**config.mk**
```make
export PLATFORM = sky130hd
export DESIGN_NAME = mct_cmd_bank
export DESIGN_NICKNAME = d
export VERILOG_FILES = /design/src/mct_pkg.sv /design/src/mct_slot_if.sv /design/src/mct_cmd_slot.sv /design/src/mct_cmd_bank.sv
export VERILOG_INCLUDE_DIRS = /design/src
export SDC_FILE = /design/constraint.sdc
export NUM_CORES = 2
export LEC_CHECK = 0
export BUFFER_PORTS_ARGS = -buffer_cell sky130_fd_sc_hd__buf_2
export CAP_MARGIN = 10
export CORE_ASPECT_RATIO = 1.75
export CORE_MARGIN = 2
export CORE_UTILIZATION = 55
export CTS_BUF_LIST = sky130_fd_sc_hd__clkbuf_2 sky130_fd_sc_hd__clkbuf_4 sky130_fd_sc_hd__clkbuf_8
export DETAILED_ROUTE_END_ITERATION = 10
export PLACE_DENSITY_LB_ADDON = 0.15
export SLEW_MARGIN = 10
export SYNTH_ARGS = -nofsm -noshare
export SYNTH_HDL_FRONTEND = slang
export SYNTH_SLANG_ARGS = --single-unit
```
**constraint.sdc**
```tcl
create_clock -name i_mclk -period 2.2 [get_ports i_mclk]
set_clock_uncertainty 0.15 [all_clocks]
set_input_delay 0.22 -clock i_mclk [delete_from_list [all_inputs] [get_ports i_mclk]]
set_output_delay 0.22 -clock i_mclk [all_outputs]
set_load 0.05 [all_outputs]
```
**src/mct_regs.svh**
```systemverilog
// Register offsets, trigger values and halt codes of the maintenance command bank.
// Assumes Modbus holding-register addressing: each command is an upper/lower register pair.
`ifndef MCT_REGS_SVH
`define MCT_REGS_SVH

// ************************************************************
// Upper register address of each command pair
// ************************************************************
`define MCT_OFS_ALARM_CLEAR 16'h0180
`define MCT_OFS_ALARM_LOG_CLEAR 16'h0184
`define MCT_OFS_COMM_FAULT_LOG_CLEAR 16'h0188
`define MCT_OFS_DEMAND_POSITION_PRESET 16'h018a
`define MCT_OFS_PARAMETER_RECALC 16'h018c
`define MCT_OFS_PARTIAL_DEFAULTS 16'h018e
`define MCT_OFS_BULK_LOAD_FROM_NV 16'h0190
`define MCT_OFS_BULK_STORE_TO_NV 16'h0192
`define MCT_OFS_FULL_DEFAULTS 16'h0194
`define MCT_OFS_LATCH_INFO_CLEAR 16'h019a
`define MCT_OFS_SEQUENCE_LOG_CLEAR 16'h019c
`define MCT_OFS_BOTH_DISTANCE_CLEAR 16'h019e
`define MCT_OFS_TORQUE_OFF_RELEASE 16'h01a0
`define MCT_OFS_INDEX_POSITION_SET 16'h01a2
`define MCT_OFS_INDEX_POSITION_DISCARD 16'h01a4
`define MCT_OFS_INFO_CLEAR 16'h01a6
`define MCT_OFS_INFO_LOG_CLEAR 16'h01a8
`define MCT_OFS_ENERGY_TOTAL_CLEAR 16'h01ac
`define MCT_OFS_DISTANCE0_CLEAR 16'h01ae
`define MCT_OFS_DISTANCE1_CLEAR 16'h01b0
`define MCT_OFS_LINK_RECONFIGURE 16'h01bc
`define MCT_OFS_HALT_MOTION 16'h01be
`define MCT_LOWER_STEP 16'h0001

// ************************************************************
// Command values
// ************************************************************
`define MCT_VALUE_IDLE 32'h0000_0000
`define MCT_TRIG_EDGE 32'h0000_0001
`define MCT_TRIG_AUTO 32'h0000_0002
`define MCT_HALT_FIRST 32'h0000_0001
`define MCT_HALT_LAST 32'h0000_0004
`define MCT_HALT_CODE_HI 2
`define MCT_LINK_RELOAD_ALL 10'h3ff
`define MCT_RDATA_UNMAPPED 16'h0000

`endif

```
**src/mct_pkg.sv**
```systemverilog
// Types shared by the maintenance command bank and its command slots.
// Assumes mct_regs.svh supplies the numeric constants.
package mct_pkg;

    // ************************************************************
    // Command slots
    // ************************************************************
    typedef enum logic [4:0] {
        MCT_SLOT_ALARM_CLEAR = 5'h00,
        MCT_SLOT_ALARM_LOG_CLEAR = 5'h01,
        MCT_SLOT_COMM_FAULT_LOG_CLEAR = 5'h02,
        MCT_SLOT_POSITION_PRESET = 5'h03,
        MCT_SLOT_PARAM_RECALC = 5'h04,
        MCT_SLOT_PARTIAL_DEFAULTS = 5'h05,
        MCT_SLOT_BULK_LOAD = 5'h06,
        MCT_SLOT_BULK_STORE = 5'h07,
        MCT_SLOT_FULL_DEFAULTS = 5'h08,
        MCT_SLOT_LATCH_INFO_CLEAR = 5'h09,
        MCT_SLOT_SEQUENCE_LOG_CLEAR = 5'h0a,
        MCT_SLOT_BOTH_DISTANCE_CLEAR = 5'h0b,
        MCT_SLOT_TORQUE_OFF_RELEASE = 5'h0c,
        MCT_SLOT_INDEX_POSITION_SET = 5'h0d,
        MCT_SLOT_INDEX_POSITION_DISCARD = 5'h0e,
        MCT_SLOT_INFO_CLEAR = 5'h0f,
        MCT_SLOT_INFO_LOG_CLEAR = 5'h10,
        MCT_SLOT_ENERGY_TOTAL_CLEAR = 5'h11,
        MCT_SLOT_DISTANCE0_CLEAR = 5'h12,
        MCT_SLOT_DISTANCE1_CLEAR = 5'h13,
        MCT_SLOT_LINK_RECONFIGURE = 5'h14,
        MCT_SLOT_HALT_MOTION = 5'h15
    } mct_slot_t;

    // ************************************************************
    // Halt methods and link reconfiguration states
    // ************************************************************
    typedef enum logic [2:0] {
        MCT_HALT_NONE = 3'h0,
        MCT_HALT_IMMEDIATE = 3'h1,
        MCT_HALT_DECELERATE = 3'h2,
        MCT_HALT_QUICK_HALT = 3'h3,
        MCT_HALT_STOP_INPUT = 3'h4
    } mct_halt_t;

    typedef enum logic [2:0] {
        MCT_LINK_IDLE = 3'b001,
        MCT_LINK_SAMPLE = 3'b010,
        MCT_LINK_RELOAD = 3'b100
    } mct_link_state_t;

endpackage

```
**src/mct_slot_if.sv**
```systemverilog
// Carrier between the command bank and one command slot.
// Assumes both ends run on the same clock.
`timescale 1ns/1ps

interface mct_slot_if;
    logic wr_hi;
    logic wr_lo;
    logic [15:0] wdata;
    logic [31:0] value;
    logic fire;
    logic [2:0] stop_code;

    modport ctrl (
        output wr_hi,
        output wr_lo,
        output wdata,
        input value,
        input fire,
        input stop_code
    );

    modport slot (
        input wr_hi,
        input wr_lo,
        input wdata,
        output value,
        output fire,
        output stop_code
    );
endinterface

```
**src/mct_cmd_slot.sv**
```systemverilog
// One maintenance command register pair and its trigger evaluation.
// Assumes the bank writes the upper half before the lower half of a pair.
`timescale 1ns/1ps
`include "mct_regs.svh"

module mct_cmd_slot #(
    parameter bit IS_STOP = 1'b0
) (
    input wire logic i_mclk, // System clock.
    input wire logic i_rst_n, // Asynchronous reset, active low.
    mct_slot_if.slot bus       // Access from the bank.
);
    logic [15:0] hi_stage;
    logic [31:0] next_value;

    // The upper half waits here so the trigger sees the whole word at once.
    assign next_value = {hi_stage, bus.wdata};

    always_ff @(posedge i_mclk or negedge i_rst_n) begin
        if (!i_rst_n) begin
            hi_stage <= 16'h0000;
        end else if (bus.wr_hi) begin
            hi_stage <= bus.wdata;
        end
    end

    // ************************************************************
    // Trigger evaluation
    // ************************************************************
    always_ff @(posedge i_mclk or negedge i_rst_n) begin
        if (!i_rst_n) begin
            bus.value <= `MCT_VALUE_IDLE;
            bus.fire <= 1'b0;
            bus.stop_code <= 3'h0;
        end else begin
            bus.fire <= 1'b0;
            if (IS_STOP) begin
                if (bus.wr_lo) begin
                    if (next_value >= `MCT_HALT_FIRST && next_value <= `MCT_HALT_LAST) begin
                        bus.value <= next_value;
                        bus.fire <= 1'b1;
                        bus.stop_code <= next_value[`MCT_HALT_CODE_HI:0];
                    end else begin
                        bus.value <= `MCT_VALUE_IDLE;
                    end
                end else if (bus.fire) begin
                    // Cleared once the halt has been handed on.
                    bus.value <= `MCT_VALUE_IDLE;
                end
            end else if (bus.wr_lo) begin
                if (next_value == `MCT_TRIG_AUTO) begin
                    bus.fire <= 1'b1;
                    bus.value <= `MCT_TRIG_EDGE;
                end else begin
                    // Only a fresh zero to one change fires; repeated ones do not.
                    bus.fire <= (next_value == `MCT_TRIG_EDGE) &&
                                (bus.value == `MCT_VALUE_IDLE);
                    bus.value <= next_value;
                end
            end
        end
    end
endmodule // mct_cmd_slot

```
**src/mct_cmd_bank.sv**
```systemverilog
// Maintenance command bank: register access from the Modbus frame handler and
// one-shot action pulses to the alarm, position, memory and link subsystems.
// Assumes a same-clock register port from the frame handler and async node select pins.
//
// Contract
// - Edge method fires only on zero to one.
// - Repeated ones never re-fire a command; the halt register fires again on each write of 1 to 4.
// - Writing two fires, then value becomes one.
// - Halt value picks immediate, decelerate, input.
// - Halt value three: quick halt, current kept.
// - Halt register clears to zero after execution.
// - Link reset samples node selects, then reconfigures.
// - Reconfiguration reloads all ten link parameters.
// - Alarm reset spares non-resettable alarms.
// - Bulk load copies memory into RAM.
// - Bulk store copies RAM into memory.
// - Partial defaults keep link settings.
// - Full defaults include link settings.
// - Combined and single distance counter clears.
// - Index position set and discard commands.
// - Position preset loads demand position.
// - Recalculation command re-sets parameters.
// - Release command exits torque-off latch.
// - Separate clears for logs and totals.
// - Every command register reads and writes.
`timescale 1ns/1ps
`include "mct_regs.svh"

module mct_cmd_bank #(
    parameter int SLOT_COUNT = 22,
    parameter int NODE_SELECT_WIDTH = 4,
    parameter int SYNC_STAGES = 3,
    parameter int LINK_PARAM_COUNT = 10
) (
    input wire logic i_mclk, // System clock, 100 MHz.
    input wire logic i_rst_n, // Asynchronous reset, active low.
    input wire logic i_reg_wr, // Register write strobe.
    input wire logic i_reg_rd, // Register read strobe.
    input wire logic [15:0] i_reg_addr, // Register address.
    input wire logic [15:0] i_reg_wdata, // Register write data.
    output logic [15:0] o_reg_rdata, // Register read data.
    output logic o_reg_rvalid, // Read data valid pulse.
    output logic o_reg_err, // Unmapped address pulse.
    input wire logic i_alarm_nonresettable, // Active alarm may not be reset.
    input wire logic [NODE_SELECT_WIDTH-1:0] i_node_select_inputs, // Node select pins.
    output logic o_alarm_clear, // Clear present alarm.
    output logic o_alarm_log_clear, // Clear alarm history.
    output logic o_comm_fault_log_clear, // Clear link error history.
    output logic o_position_preset, // Preset demand position.
    output logic o_param_recalc, // Recalculate parameters.
    output logic o_partial_defaults, // Defaults, link settings kept.
    output logic o_full_defaults, // Defaults, link settings too.
    output logic o_bulk_load, // Non-volatile to RAM copy.
    output logic o_bulk_store, // RAM to non-volatile copy.
    output logic o_latch_info_clear, // Clear latch information.
    output logic o_sequence_log_clear, // Clear sequence history.
    output logic [1:0] o_distance_clear, // Clear distance counters 1:0.
    output logic o_torque_off_release, // Leave torque-off latch.
    output logic o_index_position_set, // Re-set index position.
    output logic o_index_position_discard, // Discard re-set position.
    output logic o_info_clear, // Clear information.
    output logic o_info_log_clear, // Clear information history.
    output logic o_energy_total_clear, // Clear user energy total.
    output logic o_halt_req, // Halt request pulse.
    output mct_pkg::mct_halt_t o_halt_method, // Halt method of last request.
    output logic o_halt_keep_current, // Keep motor current on halt.
    output logic o_link_reload, // Reload link parameters pulse.
    output logic [LINK_PARAM_COUNT-1:0] o_link_reload_mask, // Parameters to reload.
    output logic [NODE_SELECT_WIDTH-1:0] o_network_index, // Sampled node select.
    output logic o_link_busy // Reconfiguration in progress.
);
    // ************************************************************
    // Address decode
    // ************************************************************
    localparam logic [15:0] UPPER_OFS [SLOT_COUNT] = '{
        `MCT_OFS_ALARM_CLEAR, `MCT_OFS_ALARM_LOG_CLEAR, `MCT_OFS_COMM_FAULT_LOG_CLEAR,
        `MCT_OFS_DEMAND_POSITION_PRESET, `MCT_OFS_PARAMETER_RECALC,
        `MCT_OFS_PARTIAL_DEFAULTS, `MCT_OFS_BULK_LOAD_FROM_NV, `MCT_OFS_BULK_STORE_TO_NV,
        `MCT_OFS_FULL_DEFAULTS, `MCT_OFS_LATCH_INFO_CLEAR, `MCT_OFS_SEQUENCE_LOG_CLEAR,
        `MCT_OFS_BOTH_DISTANCE_CLEAR, `MCT_OFS_TORQUE_OFF_RELEASE,
        `MCT_OFS_INDEX_POSITION_SET, `MCT_OFS_INDEX_POSITION_DISCARD, `MCT_OFS_INFO_CLEAR,
        `MCT_OFS_INFO_LOG_CLEAR, `MCT_OFS_ENERGY_TOTAL_CLEAR, `MCT_OFS_DISTANCE0_CLEAR,
        `MCT_OFS_DISTANCE1_CLEAR, `MCT_OFS_LINK_RECONFIGURE, `MCT_OFS_HALT_MOTION
    };

    // Returns {hit, lower half, slot index}.
    function automatic logic [6:0] decode(input logic [15:0] addr);
        logic [6:0] result;
        result = 7'h00;
        for (int k = 0; k < SLOT_COUNT; k++) begin
            if (addr == UPPER_OFS[k]) begin
                result = {1'b1, 1'b0, 5'(k)};
            end else if (addr == UPPER_OFS[k] + `MCT_LOWER_STEP) begin
                result = {1'b1, 1'b1, 5'(k)};
            end
        end
        return result;
    endfunction

    logic [6:0] wr_dec;
    logic [6:0] rd_dec;
    logic [SLOT_COUNT-1:0] fire;
    logic [31:0] slot_value [SLOT_COUNT];
    logic [2:0] halt_code;

    assign wr_dec = decode(i_reg_addr);
    assign rd_dec = decode(i_reg_addr);

    // ************************************************************
    // Command slots
    // ************************************************************
    mct_slot_if sif [SLOT_COUNT] ();

    for (genvar g = 0; g < SLOT_COUNT; g++) begin : g_slot
        assign sif[g].wr_hi = i_reg_wr && wr_dec[6] && !wr_dec[5] && (wr_dec[4:0] == 5'(g));
        assign sif[g].wr_lo = i_reg_wr && wr_dec[6] && wr_dec[5] && (wr_dec[4:0] == 5'(g));
        assign sif[g].wdata = i_reg_wdata;
        assign fire[g] = sif[g].fire;
        assign slot_value[g] = sif[g].value;

        mct_cmd_slot #(
            .IS_STOP(g == int'(mct_pkg::MCT_SLOT_HALT_MOTION))
        ) u_slot (
            .i_mclk(i_mclk),
            .i_rst_n(i_rst_n),
            .bus(sif[g].slot)
        );
    end

    assign halt_code = sif[int'(mct_pkg::MCT_SLOT_HALT_MOTION)].stop_code;

    // ************************************************************
    // Register read port
    // ************************************************************
    always_ff @(posedge i_mclk or negedge i_rst_n) begin
        if (!i_rst_n) begin
            o_reg_rdata <= `MCT_RDATA_UNMAPPED;
            o_reg_rvalid <= 1'b0;
            o_reg_err <= 1'b0;
        end else begin
            o_reg_rvalid <= i_reg_rd;
            o_reg_err <= (i_reg_rd && !rd_dec[6]) || (i_reg_wr && !wr_dec[6]);
            if (i_reg_rd) begin
                if (!rd_dec[6]) begin
                    o_reg_rdata <= `MCT_RDATA_UNMAPPED;
                end else if (rd_dec[5]) begin
                    o_reg_rdata <= slot_value[rd_dec[4:0]][15:0];
                end else begin
                    o_reg_rdata <= slot_value[rd_dec[4:0]][31:16];
                end
            end
        end
    end

    // ************************************************************
    // Action pulses
    // ************************************************************
    always_ff @(posedge i_mclk or negedge i_rst_n) begin
        if (!i_rst_n) begin
            o_alarm_clear <= 1'b0;
            o_alarm_log_clear <= 1'b0;
            o_comm_fault_log_clear <= 1'b0;
            o_latch_info_clear <= 1'b0;
            o_sequence_log_clear <= 1'b0;
            o_info_clear <= 1'b0;
            o_info_log_clear <= 1'b0;
            o_energy_total_clear <= 1'b0;
            o_distance_clear <= 2'b00;
        end else begin
            // A non-resettable alarm simply never sees the clear.
            o_alarm_clear <= fire[mct_pkg::MCT_SLOT_ALARM_CLEAR] && !i_alarm_nonresettable;
            o_alarm_log_clear <= fire[mct_pkg::MCT_SLOT_ALARM_LOG_CLEAR];
            o_comm_fault_log_clear <= fire[mct_pkg::MCT_SLOT_COMM_FAULT_LOG_CLEAR];
            o_latch_info_clear <= fire[mct_pkg::MCT_SLOT_LATCH_INFO_CLEAR];
            o_sequence_log_clear <= fire[mct_pkg::MCT_SLOT_SEQUENCE_LOG_CLEAR];
            o_info_clear <= fire[mct_pkg::MCT_SLOT_INFO_CLEAR];
            o_info_log_clear <= fire[mct_pkg::MCT_SLOT_INFO_LOG_CLEAR];
            o_energy_total_clear <= fire[mct_pkg::MCT_SLOT_ENERGY_TOTAL_CLEAR];
            o_distance_clear[0] <= fire[mct_pkg::MCT_SLOT_BOTH_DISTANCE_CLEAR] ||
                                   fire[mct_pkg::MCT_SLOT_DISTANCE0_CLEAR];
            o_distance_clear[1] <= fire[mct_pkg::MCT_SLOT_BOTH_DISTANCE_CLEAR] ||
                                   fire[mct_pkg::MCT_SLOT_DISTANCE1_CLEAR];
        end
    end

    always_ff @(posedge i_mclk or negedge i_rst_n) begin
        if (!i_rst_n) begin
            o_position_preset <= 1'b0;
            o_param_recalc <= 1'b0;
            o_torque_off_release <= 1'b0;
            o_index_position_set <= 1'b0;
            o_index_position_discard <= 1'b0;
        end else begin
            o_position_preset <= fire[mct_pkg::MCT_SLOT_POSITION_PRESET];
            o_param_recalc <= fire[mct_pkg::MCT_SLOT_PARAM_RECALC];
            o_torque_off_release <= fire[mct_pkg::MCT_SLOT_TORQUE_OFF_RELEASE];
            o_index_position_set <= fire[mct_pkg::MCT_SLOT_INDEX_POSITION_SET];
            o_index_position_discard <= fire[mct_pkg::MCT_SLOT_INDEX_POSITION_DISCARD];
        end
    end

    // Memory operations are only pulsed here; the memory subsystem owns pacing,
    // so closely spaced stores rely on the master leaving wider gaps.
    always_ff @(posedge i_mclk or negedge i_rst_n) begin
        if (!i_rst_n) begin
            o_partial_defaults <= 1'b0;
            o_full_defaults <= 1'b0;
            o_bulk_load <= 1'b0;
            o_bulk_store <= 1'b0;
        end else begin
            o_partial_defaults <= fire[mct_pkg::MCT_SLOT_PARTIAL_DEFAULTS];
            o_full_defaults <= fire[mct_pkg::MCT_SLOT_FULL_DEFAULTS];
            o_bulk_load <= fire[mct_pkg::MCT_SLOT_BULK_LOAD];
            o_bulk_store <= fire[mct_pkg::MCT_SLOT_BULK_STORE];
        end
    end

    // ************************************************************
    // Halt request
    // ************************************************************
    always_ff @(posedge i_mclk or negedge i_rst_n) begin
        if (!i_rst_n) begin
            o_halt_req <= 1'b0;
            o_halt_method <= mct_pkg::MCT_HALT_NONE;
            o_halt_keep_current <= 1'b0;
        end else begin
            o_halt_req <= fire[mct_pkg::MCT_SLOT_HALT_MOTION];
            if (fire[mct_pkg::MCT_SLOT_HALT_MOTION]) begin
                o_halt_method <= mct_pkg::mct_halt_t'(halt_code);
                o_halt_keep_current <= (halt_code == mct_pkg::MCT_HALT_QUICK_HALT);
            end
        end
    end

    // ************************************************************
    // Node select synchroniser
    // ************************************************************
    logic [NODE_SELECT_WIDTH-1:0] ns_sync [SYNC_STAGES];
    logic [NODE_SELECT_WIDTH-1:0] ns_stable;

    always_ff @(posedge i_mclk or negedge i_rst_n) begin
        if (!i_rst_n) begin
            for (int s = 0; s < SYNC_STAGES; s++) begin
                ns_sync[s] <= '0;
            end
            ns_stable <= '0;
        end else begin
            ns_sync[0] <= i_node_select_inputs;
            for (int s = 1; s < SYNC_STAGES; s++) begin
                ns_sync[s] <= ns_sync[s-1];
            end
            // A change is taken only when the last two stages agree.
            if (ns_sync[SYNC_STAGES-2] == ns_sync[SYNC_STAGES-1]) begin
                ns_stable <= ns_sync[SYNC_STAGES-1];
            end
        end
    end

    // ************************************************************
    // Link reconfiguration sequence
    // ************************************************************
    mct_pkg::mct_link_state_t link_state;

    always_ff @(posedge i_mclk or negedge i_rst_n) begin
        if (!i_rst_n) begin
            link_state <= mct_pkg::MCT_LINK_IDLE;
            o_link_reload <= 1'b0;
            o_link_reload_mask <= '0;
            o_network_index <= '0;
            o_link_busy <= 1'b0;
        end else begin
            o_link_reload <= 1'b0;
            unique case (link_state)
                mct_pkg::MCT_LINK_IDLE: begin
                    if (fire[mct_pkg::MCT_SLOT_LINK_RECONFIGURE]) begin
                        link_state <= mct_pkg::MCT_LINK_SAMPLE;
                        o_link_busy <= 1'b1;
                    end
                end
                mct_pkg::MCT_LINK_SAMPLE: begin
                    // Node selects are taken before any parameter is reloaded.
                    o_network_index <= ns_stable;
                    link_state <= mct_pkg::MCT_LINK_RELOAD;
                end
                mct_pkg::MCT_LINK_RELOAD: begin
                    o_link_reload <= 1'b1;
                    o_link_reload_mask <= LINK_PARAM_COUNT'(`MCT_LINK_RELOAD_ALL);
                    o_link_busy <= 1'b0;
                    link_state <= mct_pkg::MCT_LINK_IDLE;
                end
                default: begin
                    link_state <= mct_pkg::MCT_LINK_IDLE;
                    o_link_busy <= 1'b0;
                end
            endcase
        end
    end
endmodule // mct_cmd_bank

```
# After elaboration in Yosys (flattened, before gate mapping)
# Index checks and enable logic that the tools add are counted.
# totals
reg_bits,1149
input_bits,41
out_inout_bits,58
wordCells,443
# classes
n_lt_le_gt_ge,3
eq_ne,113
n_mux,122
n_bitwise,2
reduce_logical,103
# op_table
cell,count
$mux W32,26
$eq A16 B9 Y1 const B,44
$eq A32 B1 Y1 const B,21
$eq A32 B2 Y1 const B,21
$logic_not A32 Y1,21
$mux W7,44
$bmux W32 S5,1
$logic_and A1 B1 Y1,72
$mux W1,46
$eq A5 B4 Y1 const B,8
$ge A32 B1 Y1 const B,1
$le A32 B3 Y1 const B,1
$mux W16,2
$eq A5 B5 Y1 const B,6
$eq A5 B3 Y1 const B,4
$eq A5 B2 Y1 const B,2
$eq A3 B2 Y1 const B,2
$ge A6 B6 Y1 const B,1
$not A5 Y6,1
$pmux W3 S2,1
$eq A5 B1 Y1 const B,1
$logic_not A5 Y1,1
$eq A4 B4 Y1,1
$reduce_and A2 Y1,2
9 further kinds,13

# Longest topological paths before layout
# logic_depth
depth_word,51
depth_mapped,16
ltp_nobuf,9

# Cells and area by module
# A second synthesis with hierarchy kept.
# unflattened
cells_unflattened,4405
hier_area_um2,53704.0
# by_module_without_submodules
mod,instances,cells_per_inst,area_per_inst_um2,seq_area_each_um2
mct_cmd_slot at g_slot[0].u_slot ...,21,137,2016.9,1226.2
mct_cmd_bank,1,1405,9499.1,1702.9
mct_cmd_slot at g_slot[21].u_slot,1,123,1849.3,1301.2

# Worst setup path after synthesis
# OpenSTA, ideal clock, no wires.
# synth_timing
path_type,input port to flip-flop
from,in i_reg_addr[9]
to,reg g_slot[13].u_slot.bus.value[15]
setup_time_ns,0.125
t_arrival_ns,2.799
required_ns,1.925
setup_slack_ns,-0.874
cell_stages,10
n_path_buf,3
cell_sequence,or4b_1 > nor3_4 > o211a_1 > a211o_1 > buf_4 > nand3_4 > buf_2 > nor2_1 > buf_2 > mux2_2
# synth_between
elab_chain_len,48
elab_cells_between_ends,92
classes_between,eq/ne: 45; mux: 44; reduce/logical: 3
# synth_lines
element,line,source
start: declaration,mct_cmd_bank.sv:39,"input wire logic [15:0] i_reg_addr,"
$eq A16 B9 Y1 (no source line),-,
$mux W7,mct_cmd_bank.sv:93,end else if (addr == UPPER_OFS[k] + `MCT_LOWER_STEP) begin
$mux W7,mct_cmd_bank.sv:91,if (addr == UPPER_OFS[k]) begin
$mux W7,mct_cmd_bank.sv:93,
$mux W7,mct_cmd_bank.sv:91,
$mux W7,mct_cmd_bank.sv:93,
$mux W7,mct_cmd_bank.sv:91,
$mux W7,mct_cmd_bank.sv:93,
[... 31 more ...],-,
$mux W7,mct_cmd_bank.sv:93,
$mux W7,mct_cmd_bank.sv:91,
$mux W7,mct_cmd_bank.sv:93,
$mux W7,mct_cmd_bank.sv:91,
$mux W7,mct_cmd_bank.sv:93,
$mux W7 (*),mct_cmd_bank.sv:91,
branches (longest 2 deep; another with $eq A5 B4 Y1),-,
$logic_and A1 B1 Y1 (*),mct_cmd_bank.sv:116,assign sif[g].wr_lo = i_reg_wr && wr_dec[6] && wr_dec[5] && (wr_dec[4:0] == 5'(g));
end signal: assignment,mct_cmd_slot.sv:48,bus.value <= `MCT_VALUE_IDLE;
end signal: assignment,mct_cmd_slot.sv:53,bus.value <= `MCT_TRIG_EDGE;
end signal: assignment,mct_cmd_slot.sv:58,bus.value <= next_value;
end: declaration,mct_slot_if.sv:26,"output value,"
# Mark *: on every way between the ends.
# A chain may end at the register's enable or synchronous reset.

# Worst setup path in the final report
# layout_timing
from,in i_reg_addr[11]
to,reg o_reg_rdata[1]
# layout_between
elab_chain_len,50
elab_cells_between_ends,94
classes_between,eq/ne: 44; mux: 49; bitwise: 1
# layout_lines
element,line,source
$eq A16 B9 Y1,mct_cmd_bank.sv:91,
$mux W7,mct_cmd_bank.sv:91,
$mux W7,mct_cmd_bank.sv:93,
$mux W7,mct_cmd_bank.sv:91,
$mux W7,mct_cmd_bank.sv:93,
$mux W7,mct_cmd_bank.sv:91,
$mux W7,mct_cmd_bank.sv:93,
$mux W7,mct_cmd_bank.sv:91,
[... 33 more ...],-,
$mux W7,mct_cmd_bank.sv:91,
$mux W7,mct_cmd_bank.sv:93,
$mux W7 (*),mct_cmd_bank.sv:91,
$not A5 Y6 (implied by the code),"mct_cmd_bank.sv:147, mct_cmd_bank.sv:149",
$bmux W32 S5,"mct_cmd_bank.sv:147, mct_cmd_bank.sv:149",
$mux W32 (implied by the code) (2 in series),mct_cmd_bank.sv:149,o_reg_rdata <= slot_value[rd_dec[4:0]][31:16];
$mux W16,mct_cmd_bank.sv:146,end else if (rd_dec[5]) begin
$mux W16 (*),mct_cmd_bank.sv:144,if (!rd_dec[6]) begin
end signal: assignment,mct_cmd_bank.sv:145,o_reg_rdata <= `MCT_RDATA_UNMAPPED;
end signal: assignment,mct_cmd_bank.sv:147,o_reg_rdata <= slot_value[rd_dec[4:0]][15:0];
end signal: assignment,mct_cmd_bank.sv:149,
end: declaration,mct_cmd_bank.sv:41,"output logic [15:0] o_reg_rdata,"
# Every way passes the cells marked *; elsewhere a longest branch is shown, timed or not. The select of a mux whose other input is x is not followed.

==> results.txt <==
The reg-to-reg setup timing slack came out at -0.01 ns. The synthesized design devotes to its leading area cell type ~56% of total area. The height of the chip is 410 um. The pre-antenna-repair detailed-routing pass consisted of 6 iterations.

The power density over cell area is 615 mW/mm2. The worst hold path endpoint is g_slot[16].u_slot.bus.value[0]. The Yosys step of the flow raised 0 warnings. The standard cell area after detailed placement came out at 0.0595 mm2. After synthesis the netlist holds a flip-flop and latch count of between 1000 and 1500. The final net count came out at between 5000 and 6000. The data required time of the worst path came out at about 2.9 ns. The core region is 0.0931 mm2. The final worst setup slack is -0.212 ns. The top-level port count came out at 99.

The maximum fanout encountered on the critical timing path came out at 8. The first routing iteration left 5096 violations. Ranked by total cell area, the synthesized netlist is headed by sky130_fd_sc_hd__dfrtp_1 (56%), sky130_fd_sc_hd__mux2_2 (18%), sky130_fd_sc_hd__nand2_1 (4.6%). The maximum operating frequency is 0.415 GHz. Detailed routing inserted a total of 43700 vias. In the synthesized netlist, the cells that appear most often are sky130_fd_sc_hd__dfrtp_1 (1148), sky130_fd_sc_hd__mux2_2 (840), sky130_fd_sc_hd__nand2_1 (634). The H-tree depth came out at 4. The footprint of the multi-input gates came out at 0.0245 mm2. The placed wire-length estimate came out at 161000 um. Clock-pin slew was measured on the worst setup and hold paths at 0.06 ns.

The critical path starts at i_reg_addr[11]. VDD sags by at most 0.650 mV. Counting every instance in the synthesized netlist gives around 4300. The end of the worst register-to-register path is g_slot[8].u_slot.bus.fire.

The TritonCTS buffer count is around 170. The flow ran to the end, but the final reports show violations. In this run the most critical hold path is launched from i_reg_addr[1]. The floorplan has 148 rows.

STA classifies the critical path endpoint as a flip-flop. The share of the core filled with cells in the final layout came out at 73.2%. The synthesized design contains 0 enable-type register cells. The worst hold path cell count came out at 6. The worst register-to-register path begins at g_slot[8].u_slot.bus.value[21]. The slew of the pin with the lowest slew margin is approximately 1.3 ns. Among all flip-flop cells after synthesis, the most frequent one is sky130_fd_sc_hd__dfrtp_1.

The total negative setup slack came out at -2.69 ns. The wire length reported by the detailed router came out at about 240000 um. Input and output buffers added on the ports amount to 98. The total standard cell area after synthesis came out at 0.0517 mm2.

The initial utilization of the core area, before any placement, comes to 55.5%. The setup violation total in the final timing report is 82. The arrival time at the worst endpoint came out at around 3.1 ns. The tightest min-delay check is of the in2reg type. The number of design rule violations left after detail routing came out at 0. The number of antenna-violating nets in the routed design is 0. Global routing finished with a remaining overflow of 0.

The synthesis-to-finish area growth is 31.8%. The final weighted congestion in routability-driven placement came out at 1.06. The ratio of final minimum period to clock period came out at 110%.

sky130_fd_sc_hd__dfrtp_1 is the most common cell in the netlist. The max-cap violation count is 0. The count of final hold-check violations is 0.

After synthesis, flip-flops and latches occupy a little under three fifths of the total area. Measured along the x axis, the die boundary spans 236 um. For this run, asynchronously set or reset flops after synthesis account for 100%. After detailed routing, the average wire length per cell comes to 37.1 um. The net count of the mapped netlist came out at 4348. The maximum root-to-sink buffer count is 3. Setup repair after global routing could not meet its margin everywhere.

The synthesized area divided by synthesized cell count came out at between 10 and 15 um2. The largest net degree at the start of global routing is between 100 and 150. The per-cell via count in the routed design came out at 6.81. The via count of the first global-routing pass is 43700. The relative slew slack came out at 11.5%.

The static leakage is 33.0 nW. The initial antenna violation count was 21. For the worst-skew pair, the clock arrives at the later sink with an insertion delay of 0.92 ns.

TritonCTS built the clock tree. The count of final max-slew check failures was 0. Cells with a size suffix above 1 make up 45.7% of the layout. The first global-routing pass estimated between 300000 and 400000 um of wire. STA classifies the critical path startpoint as an input port.

The checks that failed: negative setup slack. The count of filler cells inserted in the layout came out at between 6000 and 7000. In this run, distinct cell masters in the synthesized netlist total 82.

The critical path is of the in2reg type. sky130_fd_sc_hd__dfrtp_1 takes more of the synthesized area than any other cell. The combined global-route utilization of all metal layers came out at 47.8%. Hold is met by 0.116 ns. The finished cells cover between 0.06 and 0.07 mm2. The tree is rooted in a sky130_fd_sc_hd__clkbuf_8. The register area came out at around 0.029 mm2. The clock drives roughly 1100 sinks. The clock period minus final worst setup slack came out at roughly 2.4 ns. The length in cells of the worst reg-to-reg path came out at 6. The area enclosed by the die boundary came out at slightly below 0.1 mm2.
-- power breakdown --
part | switching, mW | internal [mW] | total [mW]
clock | 8.78 | 10.1 | 18.9
combinational | 1.36 | 0.474 | 1.84
sequential | 0.0233 | 21.2 | 21.2
-- worst max-delay path by stage --
stage / depth (start not counted) / to / slack (ns)
CTS: 12 / o_reg_rdata[7] / -0.03
global route: 15 / o_reg_rdata[13] / -0.23
floorplan: 10 / g_slot[4].u_slot.bus.value[11] / -0.77
detailed placement: 14 / o_reg_rdata[6] / -1.91
global placement: 14 / o_reg_rdata[6] / -1.89
finish: 14 / o_reg_rdata[1] / -0.21
-- final cells by class --
type	count	share of cell area (%)
well taps	1200	2.20
clock inverters	34	0.528
inverters	26	0.143
diodes	14	0.0514
multi-input cells	2826	36.0
flip-flops and latches	1149	42.2
clock buffers	255	4.80
repair buffers	908	14.1
-- cell usage in the layout (no fill, tap or decap), drive strengths merged, types with 8 or more instances in the layout --
| cell type | count |
|---|---|
| nor3b | 16 |
| or3 | 10 |
| o21ai | 53 |
| clkinv | 19 |
| mux2 | 932 |
| a32oi | 31 |
| clkbuf | 293 |
| and3 | 21 |
| o211ai | 13 |
| mux2i | 56 |
| mux4 | 27 |
| and2 | 40 |
| dfrtp | 1148 |
| nand3 | 144 |
| nor2 | 122 |
| a221o | 17 |
| nor2b | 9 |
| nor4 | 268 |
| nand2 | 634 |
| dlygate4sd3 | 37 |
| a22oi | 17 |
| a21oi | 101 |
| a31oi | 18 |
| nand3b | 20 |
| inv | 32 |
| a221oi | 15 |
| nand4 | 96 |
| buf | 830 |
| a32o | 8 |
| diode | 14 |
| nor3 | 44 |
-- flip-flops by register name, indices dropped and copies added (netlist names), 2 cells and up --
| name | flops |
|---|---|
| link_state | 3 |
| g_slot.u_slot.hi_stage | 352 |
| g_slot.u_slot.bus.fire | 22 |
| o_reg_rdata | 16 |
| g_slot.u_slot.bus.value | 704 |
| ns_sync | 12 |
| o_distance_clear | 2 |
| o_network_index | 4 |
| g_slot.u_slot.bus.stop_code | 3 |
| o_halt_method | 3 |
| ns_stable | 4 |
-- cells by family after synthesis --
family | count (synthesis) | share of synthesized area [%]
compound gates | 347 | 4.64
xor+xnor | 9 | 0.152
buf+inv | 332 | 2.98
flops | 1149 | 55.6
mux | 1015 | 22.6
simple gates | 1455 | 14.1
-- per-stage QoR --
step / setup slack, ns / instances / total power, mW
detailed placement: -1.91 / 5907 / 23.2
finish: -0.212 / 6412 / 41.9
CTS: -0.0324 / 6285 / 41.9
global route: -0.227 / 6399 / 43.0
global placement: -1.89 / 5907 / 23.2
floorplan: -0.772 / 4307 / 22.0
-- metal layers --
layer	vias up	global-route usage, %	wire length (um)
met5	-	0	23
met4	4	46.5	30000
met3	1319	12.8	21300
met2	3045	77.1	111000
met1	22100	50.3	75700
li1	17200	-	-
-- worst max-delay path: stages --
cell and delay, ns:
sky130_fd_sc_hd__buf_6 0.09, sky130_fd_sc_hd__or4b_4 0.57, sky130_fd_sc_hd__nor3_4 0.22, sky130_fd_sc_hd__buf_12 0.16
sky130_fd_sc_hd__o21ai_4 0.07, sky130_fd_sc_hd__buf_8 0.14, sky130_fd_sc_hd__buf_12 0.15, sky130_fd_sc_hd__clkbuf_16 0.17
sky130_fd_sc_hd__buf_4 0.14, sky130_fd_sc_hd__o211ai_1 0.40, sky130_fd_sc_hd__nand4_1 0.23, sky130_fd_sc_hd__buf_6 0.20
sky130_fd_sc_hd__o31ai_4 0.22, sky130_fd_sc_hd__a21o_1 0.11
-- timing repair --
action | in CTS | in global routing
buffers inserted | 46 | 71
gates cloned | 7 | 50
hold endpoints to repair | 1387 | 1
hold buffers | 37 | 1
resized for setup | 205 | 319
endpoints found under the setup margin | 987 | 678
pin swaps | 55 | 93
Power figures use the tool's default switching activity.
